--- src/verilog/dps_consts.svh ---
// Constants for the disk drive panel and status logic.
`ifndef DPS_CONSTS_SVH
`define DPS_CONSTS_SVH

// Clock rate in kilohertz and times in milliseconds.
`define DPS_CLK_KHZ 32'd250000
`define DPS_DEBOUNCE_MS 32'd10
`define DPS_BLINK_HALF_MS 32'd250
`define DPS_SPINUP_MS 32'd10000

// Register byte offsets on the bus.
`define DPS_OFF_STATUS 4'h0
`define DPS_OFF_MASK 4'h4
`define DPS_OFF_CTRL 4'h8
`define DPS_OFF_PANEL 4'hc

// Event bit positions in the status and mask registers.
`define DPS_EV_ONLINE 0
`define DPS_EV_DONE 1
`define DPS_EV_ERR 2
`define DPS_EV_UNSAFE 3
`define DPS_EV_W 4

// Control register layout and reset values.
`define DPS_CTRL_W 8
`define DPS_CTRL_LAMP_TEST 0
`define DPS_MASK_RST 4'h0
`define DPS_CTRL_RST 8'h00
`define DPS_PANEL_W 8

`endif

--- src/verilog/dps_pkg.sv ---
// Types shared by the disk drive panel and status logic.
`default_nettype none
package dps_pkg;
    `include "dps_consts.svh"

    typedef enum logic [3:0] {
        SP_STOP = 4'b0001,
        SP_RAMP = 4'b0010,
        SP_RUN = 4'b0100,
        SP_FAULT = 4'b1000
    } dps_spin_t;

    typedef struct packed {
        logic spin_start;
        logic avail;
        logic wprot;
        logic sel_a;
        logic sel_b;
    } dps_sw_t;

    typedef struct packed {
        logic at_speed;
        logic temp_warn;
        logic airflow_low;
        logic act_a;
        logic act_b;
    } dps_sense_t;

    typedef struct packed {
        logic unsafe;
        logic online;
        logic wprot;
        logic act_a;
        logic act_b;
    } dps_lamp_t;

    typedef struct packed {
        logic motor_on;
        logic port_a_en;
        logic port_b_en;
        logic write_ok;
    } dps_drive_t;
endpackage : dps_pkg
`default_nettype wire

--- src/verilog/dps_panel.sv ---
// Front-panel control and status logic of a fixed-media disk drive.
//
// Contract
// - Start position spins the sealed platter stack up; stop position stops it.
// - Availability switch up makes the drive available; down makes it unavailable.
// - Write-inhibit switch up lights its lamp and refuses host writes.
// - Port selector enables port A only, both ports, or port B only.
// - An unsafe condition such as a spin-up failure lights the unsafe lamp steadily.
// - Over-temperature warning or low airflow makes the unsafe lamp blink.
// - On-line lamp lit while available; off on switch down, stop or unsafe.
// - Activity lamps A and B light while the matching port accesses the drive.
// - Becoming available raises an interrupt, as do completion and errors.
`timescale 1ns/1ps
`default_nettype none
module dps_panel
    import dps_pkg::*;
#(
    parameter int unsigned DEBOUNCE_CYC = `DPS_DEBOUNCE_MS * `DPS_CLK_KHZ,
    parameter int unsigned BLINK_CYC = `DPS_BLINK_HALF_MS * `DPS_CLK_KHZ,
    parameter int unsigned SPINUP_CYC = `DPS_SPINUP_MS * `DPS_CLK_KHZ
)
(
    input wire logic clock,
    input wire logic rst,
    input wire logic ce,
    input wire dps_sw_t sw_i,
    input wire dps_sense_t sense_i,
    input wire logic op_done_i,
    input wire logic err_det_i,
    input wire logic wb_cyc_i,
    input wire logic wb_stb_i,
    input wire logic wb_we_i,
    input wire logic [3:0] wb_adr_i,
    input wire logic [3:0] wb_sel_i,
    input wire logic [31:0] wb_dat_i,
    output logic [31:0] wb_dat_o,
    output logic wb_ack_o,
    output logic irq_o,
    output dps_lamp_t lamp_o,
    output dps_drive_t drive_o
);

    typedef struct packed {
        dps_sw_t sw_s1;
        dps_sw_t sw_s2;
        dps_sw_t sw_s3;
        dps_sw_t sw_stab;
        logic [31:0] db_cnt;
        dps_sense_t se_s1;
        dps_sense_t se_s2;
        dps_spin_t spin;
        logic [31:0] spin_cnt;
        logic [31:0] blink_cnt;
        logic blink_ph;
        logic online;
        logic [`DPS_EV_W-1:0] status;
        logic [`DPS_EV_W-1:0] mask;
        logic [`DPS_CTRL_W-1:0] ctrl;
        logic ack;
        logic [31:0] dat;
        logic irq;
        dps_lamp_t lamps;
        dps_drive_t drive;
    } dps_state_t;

    dps_state_t st_q;
    dps_state_t st_d;

    logic en_a;
    logic en_b;
    logic warn;
    logic steady_now;
    logic steady_next;
    logic run_next;
    logic ramp_next;
    logic take;
    logic lamp_test;
    logic [`DPS_EV_W-1:0] ev;
    logic [`DPS_EV_W-1:0] clr;
    logic [`DPS_PANEL_W-1:0] panel;

    always_comb
    begin
        st_d = st_q;
        ev = '0;
        clr = '0;
        panel = '0;

        // Two-stage synchronisers for the switch and sense inputs.
        st_d.sw_s1 = sw_i;
        st_d.sw_s2 = st_q.sw_s1;
        st_d.sw_s3 = st_q.sw_s2;
        st_d.se_s1 = sense_i;
        st_d.se_s2 = st_q.se_s1;

        // The switch group settles only after a full quiet period; any bounce restarts it.
        if (st_q.sw_s2 != st_q.sw_s3)
        begin
            st_d.db_cnt = '0;
        end
        else if (st_q.sw_s2 != st_q.sw_stab)
        begin
            if (st_q.db_cnt >= DEBOUNCE_CYC - 32'd1)
            begin
                st_d.sw_stab = st_q.sw_s2;
                st_d.db_cnt = '0;
            end
            else
            begin
                st_d.db_cnt = st_q.db_cnt + 32'd1;
            end
        end
        else
        begin
            st_d.db_cnt = '0;
        end

        // Spindle sequencing with a spin-up watchdog.
        case (st_q.spin)
            SP_STOP:
            begin
                if (st_q.sw_stab.spin_start)
                begin
                    st_d.spin = SP_RAMP;
                    st_d.spin_cnt = '0;
                end
            end
            SP_RAMP:
            begin
                if (!st_q.sw_stab.spin_start)
                begin
                    st_d.spin = SP_STOP;
                end
                else if (st_q.se_s2.at_speed)
                begin
                    st_d.spin = SP_RUN;
                end
                else if (st_q.spin_cnt >= SPINUP_CYC - 32'd1)
                begin
                    st_d.spin = SP_FAULT;
                end
                else
                begin
                    st_d.spin_cnt = st_q.spin_cnt + 32'd1;
                end
            end
            SP_RUN:
            begin
                if (!st_q.sw_stab.spin_start)
                begin
                    st_d.spin = SP_STOP;
                end
                else if (!st_q.se_s2.at_speed)
                begin
                    st_d.spin = SP_FAULT;
                end
            end
            SP_FAULT:
            begin
                if (!st_q.sw_stab.spin_start)
                begin
                    st_d.spin = SP_STOP;
                end
            end
            default:
            begin
                st_d.spin = SP_STOP;
                st_d.spin_cnt = '0;
            end
        endcase

        // A fault holds until the operator turns the spindle switch to stop.
        steady_now = (st_q.spin == SP_FAULT);
        steady_next = (st_d.spin == SP_FAULT);
        run_next = (st_d.spin == SP_RUN);
        ramp_next = (st_d.spin == SP_RAMP);

        // Warning blink runs only while a warning is present.
        warn = st_q.se_s2.temp_warn | st_q.se_s2.airflow_low;
        if (warn)
        begin
            if (st_q.blink_cnt >= BLINK_CYC - 32'd1)
            begin
                st_d.blink_cnt = '0;
                st_d.blink_ph = ~st_q.blink_ph;
            end
            else
            begin
                st_d.blink_cnt = st_q.blink_cnt + 32'd1;
            end
        end
        else
        begin
            st_d.blink_cnt = '0;
            st_d.blink_ph = 1'b1;
        end

        // The drive is on line only when every panel condition allows it.
        st_d.online = st_q.sw_stab.avail
            & st_q.sw_stab.spin_start
            & run_next
            & ~steady_next;

        // Three-position selector with the middle position enabling both ports.
        en_a = st_q.sw_stab.sel_a | ~st_q.sw_stab.sel_b;
        en_b = st_q.sw_stab.sel_b | ~st_q.sw_stab.sel_a;

        st_d.drive.motor_on = ramp_next | run_next;
        st_d.drive.port_a_en = st_d.online & en_a;
        st_d.drive.port_b_en = st_d.online & en_b;
        st_d.drive.write_ok = ~st_q.sw_stab.wprot;

        // Panel lamps, all lit while the lamp test bit is set.
        lamp_test = st_q.ctrl[`DPS_CTRL_LAMP_TEST];
        st_d.lamps.unsafe = lamp_test | steady_next
            | (warn & st_d.blink_ph);
        st_d.lamps.online = lamp_test | st_d.online;
        st_d.lamps.wprot = lamp_test | st_q.sw_stab.wprot;
        st_d.lamps.act_a = lamp_test | (st_q.se_s2.act_a & st_d.drive.port_a_en);
        st_d.lamps.act_b = lamp_test | (st_q.se_s2.act_b & st_d.drive.port_b_en);

        // Events that set sticky status bits.
        ev[`DPS_EV_ONLINE] = st_d.online & ~st_q.online;
        ev[`DPS_EV_DONE] = op_done_i;
        ev[`DPS_EV_ERR] = err_det_i;
        ev[`DPS_EV_UNSAFE] = steady_next & ~steady_now;

        // Panel snapshot for software.
        panel = {st_d.spin,
                 st_q.sw_stab.wprot,
                 st_d.drive.port_b_en,
                 st_d.drive.port_a_en,
                 st_d.online};

        // Wishbone classic slave answering one cycle after the strobe.
        take = wb_cyc_i & wb_stb_i & ~st_q.ack;
        st_d.ack = take;
        st_d.dat = '0;
        if (take)
        begin
            if (wb_we_i)
            begin
                if (wb_sel_i[0])
                begin
                    case (wb_adr_i)
                        `DPS_OFF_MASK:
                        begin
                            st_d.mask = wb_dat_i[`DPS_EV_W-1:0];
                        end
                        `DPS_OFF_CTRL:
                        begin
                            st_d.ctrl = wb_dat_i[`DPS_CTRL_W-1:0];
                        end
                        // Read-only registers ignore writes.
                        `DPS_OFF_STATUS,
                        `DPS_OFF_PANEL:
                        begin
                            st_d.ctrl = st_q.ctrl;
                        end
                        default:
                        begin
                            st_d.mask = st_q.mask;
                        end
                    endcase
                end
            end
            else
            begin
                case (wb_adr_i)
                    `DPS_OFF_STATUS:
                    begin
                        st_d.dat[`DPS_EV_W-1:0] = st_q.status;
                        clr = st_q.status;
                    end
                    `DPS_OFF_MASK:
                    begin
                        st_d.dat[`DPS_EV_W-1:0] = st_q.mask;
                    end
                    `DPS_OFF_CTRL:
                    begin
                        st_d.dat[`DPS_CTRL_W-1:0] = st_q.ctrl;
                    end
                    `DPS_OFF_PANEL:
                    begin
                        st_d.dat[`DPS_PANEL_W-1:0] = panel;
                    end
                    default:
                    begin
                        st_d.dat = '0;
                    end
                endcase
            end
        end

        // A new event wins over the clear by a status read.
        st_d.status = (st_q.status & ~clr) | ev;
        st_d.irq = |(st_d.status & st_d.mask);
    end

    always_ff @(posedge clock or posedge rst)
    begin
        if (rst)
        begin
            st_q.sw_s1 <= '0;
            st_q.sw_s2 <= '0;
            st_q.sw_s3 <= '0;
            st_q.sw_stab <= '0;
            st_q.db_cnt <= '0;
            st_q.se_s1 <= '0;
            st_q.se_s2 <= '0;
            st_q.spin <= SP_STOP;
            st_q.spin_cnt <= '0;
            st_q.blink_cnt <= '0;
            st_q.blink_ph <= 1'b1;
            st_q.online <= 1'b0;
            st_q.status <= '0;
            st_q.mask <= `DPS_MASK_RST;
            st_q.ctrl <= `DPS_CTRL_RST;
            st_q.ack <= 1'b0;
            st_q.dat <= '0;
            st_q.irq <= 1'b0;
            st_q.lamps.unsafe <= 1'b0;
            st_q.lamps.online <= 1'b0;
            st_q.lamps.wprot <= 1'b0;
            st_q.lamps.act_a <= 1'b0;
            st_q.lamps.act_b <= 1'b0;
            st_q.drive.motor_on <= 1'b0;
            st_q.drive.port_a_en <= 1'b0;
            st_q.drive.port_b_en <= 1'b0;
            st_q.drive.write_ok <= 1'b0;
        end
        else if (ce)
        begin
            st_q <= st_d;
        end
    end

    // Every output comes straight from the state register.
    assign wb_dat_o = st_q.dat;
    assign wb_ack_o = st_q.ack;
    assign irq_o = st_q.irq;
    assign lamp_o = st_q.lamps;
    assign drive_o = st_q.drive;

endmodule : dps_panel
`default_nettype wire

--- config.mk ---
export PLATFORM = sky130hd
export DESIGN_NAME = dps_panel
export DESIGN_NICKNAME = d
export VERILOG_FILES = /design/src/verilog/dps_pkg.sv /design/src/verilog/dps_panel.sv
export VERILOG_INCLUDE_DIRS = /design/src /design/src/verilog
export SDC_FILE = /design/constraint.sdc
export NUM_CORES = 1
export LEC_CHECK = 0
export BUFFER_PORTS_ARGS = -buffer_cell sky130_fd_sc_hd__buf_4
export CORE_ASPECT_RATIO = 1.2
export CORE_UTILIZATION = 30
export CTS_CLUSTER_DIAMETER = 100
export DETAILED_ROUTE_END_ITERATION = 10
export RECOVER_POWER = 50
export SYNTH_ARGS = -nofsm -noshare
export SYNTH_HDL_FRONTEND = slang
export SYNTH_SLANG_ARGS = --single-unit
--- constraint.sdc ---
create_clock -name clock -period 7.66 [get_ports clock]
set_input_delay 1.532 -clock clock [delete_from_list [all_inputs] [get_ports clock]]
set_output_delay 1.532 -clock clock [all_outputs]
set_load 0.03 [all_outputs]
==> impl_metrics.env <==
export IMPL_run_status="finished, violations left"
export IMPL_violations="max-capacitance violations, max-slew violations"
export IMPL_min_path_type="register to register"
export IMPL_yosysUniqueCellTypes=73
export IMPL_ctsResizeCount=0
export IMPL_floorplan_die_area_um2=29800
export IMPL_final_cell_count_no_fill=1317
export IMPL_wire_length_of_the_first_global_routing_pass_um=30800
export IMPL_antenna_diode_count=0
export IMPL_fin_hold_ws_ns=0.499
export IMPL_p_sw_share_pct=24.1
export IMPL_setup_reg_to_reg_worst_slack_ns=4.61
export IMPL_place_detailed_instances=1286
export IMPL_finalCoreUtilization_pct=34.3
export IMPL_ant_nets=0
export IMPL_detailed_place_area_um2=9280
export IMPL_cts_tree="built"
export IMPL_syn_area_per_cell_um2=9.69
export IMPL_layout_skew_ns=0.0115
export IMPL_post_route_min_period_ns=4.74
export IMPL_die_x_um=158
export IMPL_power_frac_seq_pct=45.9
export IMPL_portBuffers=49
export IMPL_synth_enable_flop_cells=0
export IMPL_finalSetupViolCount=0
export IMPL_cp_arrival_ns=5.09
export IMPL_placeableCoreArea_um2=28800
export IMPL_warnings_synthesis=0
export IMPL_synthTopCellsByArea="sky130_fd_sc_hd__dfrtp_1, sky130_fd_sc_hd__mux2_2, sky130_fd_sc_hd__buf_4"
export IMPL_tns_ns=0
export IMPL_clockRootBuffer="sky130_fd_sc_hd__clkbuf_16"
export IMPL_max_freq_mhz=211
export IMPL_final_common_cell="sky130_fd_sc_hd__dfrtp_1"
export IMPL_min_delay_path_depth=1
export IMPL_layout_drive_gt1_share_pct=14.3
export IMPL_grt_pass1_vias=6136
export IMPL_clock_insertion_delay_worst_skew_ns=0.43
export IMPL_p_clk_share_pct=45.5
export IMPL_first_pass_iters=5
export IMPL_finalWirelength_um=18300
export IMPL_internal_power_mw=1.59
export IMPL_total_leakage_power_nw=4.12
export IMPL_layout_common_cells="sky130_fd_sc_hd__dfrtp_1, sky130_fd_sc_hd__o21ai_0, sky130_fd_sc_hd__nand2_1, sky130_fd_sc_hd__a21oi_1, sky130_fd_sc_hd__nor2_1"
export IMPL_design_area_um2=9850
export IMPL_pre_cts_slack_ns=3.35
export IMPL_wl_per_cell_um=13.9
export IMPL_total_power_mw=2.09
export IMPL_syn_to_final_growth_pct=12.7
export IMPL_nets=981
export IMPL_critical_path_peak_fanout=42
export IMPL_globalRouteTotalUtil_pct=12.8
export IMPL_routed_via_density=4.97
export IMPL_final_hold_viol_count=0
export IMPL_timing_reg2reg_worst_path_depth=8
export IMPL_antenna_found_initial=0
export IMPL_cts_htree_levels=4
export IMPL_async_reset_ff_share_pct=100
export IMPL_initial_utilization_pct=30.4
export IMPL_worst_ir_drop_vdd_mv=0.177
export IMPL_post_synth_instance_area_um2=8750
export IMPL_post_synth_top_area_cell="sky130_fd_sc_hd__dfrtp_1"
export IMPL_power_density_cell_area_nw_per_um2=212
export IMPL_post_cts_setup_buffers=0
export IMPL_p_comb_share_pct=8.6
export IMPL_drv_cap=2
export IMPL_switchingPower_mw=0.503
export IMPL_postSynthCellCount=903
export IMPL_detail_route_iter0_violations=347
export IMPL_timing_rr_end="st_q[112]$_DFFE_PP0P_"
export IMPL_gpl_final_weighted_congestion=0.759
export IMPL_grt_start_max_net_pins=73
export IMPL_slew_viol_final=108
export IMPL_crit_path_end_kind="register"
export IMPL_tritoncts_buffer_count=17
export IMPL_cts_hold_fix_buffers=0
export IMPL_synth_seq_area_share_pct=47.8
export IMPL_io_pins=101
export IMPL_rsz0062_at_grt="no"
export IMPL_post_route_clock_period_utilization_pct=61.9
export IMPL_start_kind="primary input"
export IMPL_worst_slew_pin_slew_ns=3.43
export IMPL_detailroute_via_count=6545
export IMPL_synthDominantCellAreaShare_pct=47.2
export IMPL_clk_pin_slew_worst_paths_ns=0.07
export IMPL_hpwl_um=12100
export IMPL_path_class="primary input to register"
export IMPL_placement_rows=68
export IMPL_hold_start="st_d[131]$_DFFE_PP0P_"
export IMPL_ys_flop_type="sky130_fd_sc_hd__dfrtp_1"
export IMPL_clock_sink_count=167
export IMPL_post_route_drc_count=0
export IMPL_die_height_um=189
export IMPL_grt_ovfl_total=0
export IMPL_timing_rr_start="st_q[127]$_DFFE_PP0P_"
export IMPL_relSlewSlack_pct=-130
export IMPL_required_ns=8.01
export IMPL_min_to="st_q[131]$_DFFE_PP0P_"
export IMPL_yosys_register_bits=167
export IMPL_post_route_worst_setup_slack_ns=2.92
export IMPL_clock_tree_buffer_depth=2
-- cells in the mapped netlist (12+ instances only) --
library cell	instances
sky130_fd_sc_hd__dfrtp_1	165
sky130_fd_sc_hd__o21ai_0	59
sky130_fd_sc_hd__a21oi_1	56
sky130_fd_sc_hd__nand2_1	56
sky130_fd_sc_hd__nor2_1	54
sky130_fd_sc_hd__mux2_2	47
sky130_fd_sc_hd__buf_4	41
sky130_fd_sc_hd__nand3_1	39
sky130_fd_sc_hd__or3_1	39
sky130_fd_sc_hd__inv_1	38
sky130_fd_sc_hd__clkbuf_1	32
sky130_fd_sc_hd__nor2b_1	26
sky130_fd_sc_hd__nand4_1	16
sky130_fd_sc_hd__and3_1	15
sky130_fd_sc_hd__nor3_1	15
sky130_fd_sc_hd__o21ai_1	14
sky130_fd_sc_hd__a21boi_0	13
sky130_fd_sc_hd__nor4_1	12
-- power by group through the flow --
stage | sequential (mW) | clock [mW] | combinational (mW)
6_report | 0.958 | 0.950 | 0.180
5_1_grt | 0.964 | 1.00 | 0.201
4_1_cts | 0.958 | 0.977 | 0.187
3_5_place_dp | 0.974 | 0 | 0.187
3_3_place_gp | 0.973 | 0 | 0.184
2_1_floorplan | 0.964 | 0 | 0.152
-- flip-flops by register name (all words and copies together) (netlist names) --
signal	cells
panel	1
st_d	15
irq_o	1
lamp_test	1
lamp_o	5
wb_dat_o	8
drive_o	4
wb_ack_o	1
st_q	131
-- critical path: stages --
cell	delay (ns)
sky130_fd_sc_hd__clkbuf_1	1.14
sky130_fd_sc_hd__buf_4	0.60
sky130_fd_sc_hd__o2111ai_1	0.37
sky130_fd_sc_hd__nor3_2	0.98
sky130_fd_sc_hd__a21boi_0	0.22
sky130_fd_sc_hd__o21ai_0	0.21
-- per-layer routing --
layer	global-route usage (%)	part of all wire (%)
met5	0	0
met4	5.00	1.6
met3	2.43	2.8
met2	20.3	48
met1	17.1	48
-- how the worst max path moves through the flow --
stage / slack [ns] / end / cells after the start / from
2_1_floorplan: 1.61 / drive_o[0]$_DFFE_PP0P_ / 1 / rst
3_3_place_gp: 3.37 / st_q[116]$_DFFE_PP0P_ / 9 / ce
3_5_place_dp: 3.35 / st_q[116]$_DFFE_PP0P_ / 9 / ce
4_1_cts: 3.81 / st_q[112]$_DFFE_PP0P_ / 9 / ce
5_1_grt: 2.58 / st_q[149]$_DFFE_PP0P_ / 6 / ce
6_report: 2.92 / st_q[149]$_DFFE_PP0P_ / 6 / ce
-- final cells by class --
cell class / count / area (µm²)
fillers: 2990 / 18900
inverters: 38 / 144
clock buffers: 20 / 457
repair buffers: 56 / 345
well taps: 385 / 482
multi-input cells: 640 / 4050
flip-flops and latches: 167 / 4180
clock inverters: 11 / 196
-- logic make-up after synthesis --
group / Yosys count / synth area share, %
AND/OR/NAND/NOR: 319 / 19.7
multiplexers: 58 / 7.45
other: 1 / 0.0429
flip-flops: 167 / 47.8
buffers and inverters: 119 / 7.01
AO/OA/AOI/OAI: 219 / 15.9
adder cells (fa/ha/maj): 3 / 0.429
XOR/XNOR: 17 / 1.70
Note: power is estimated with default switching activity, not from simulation.
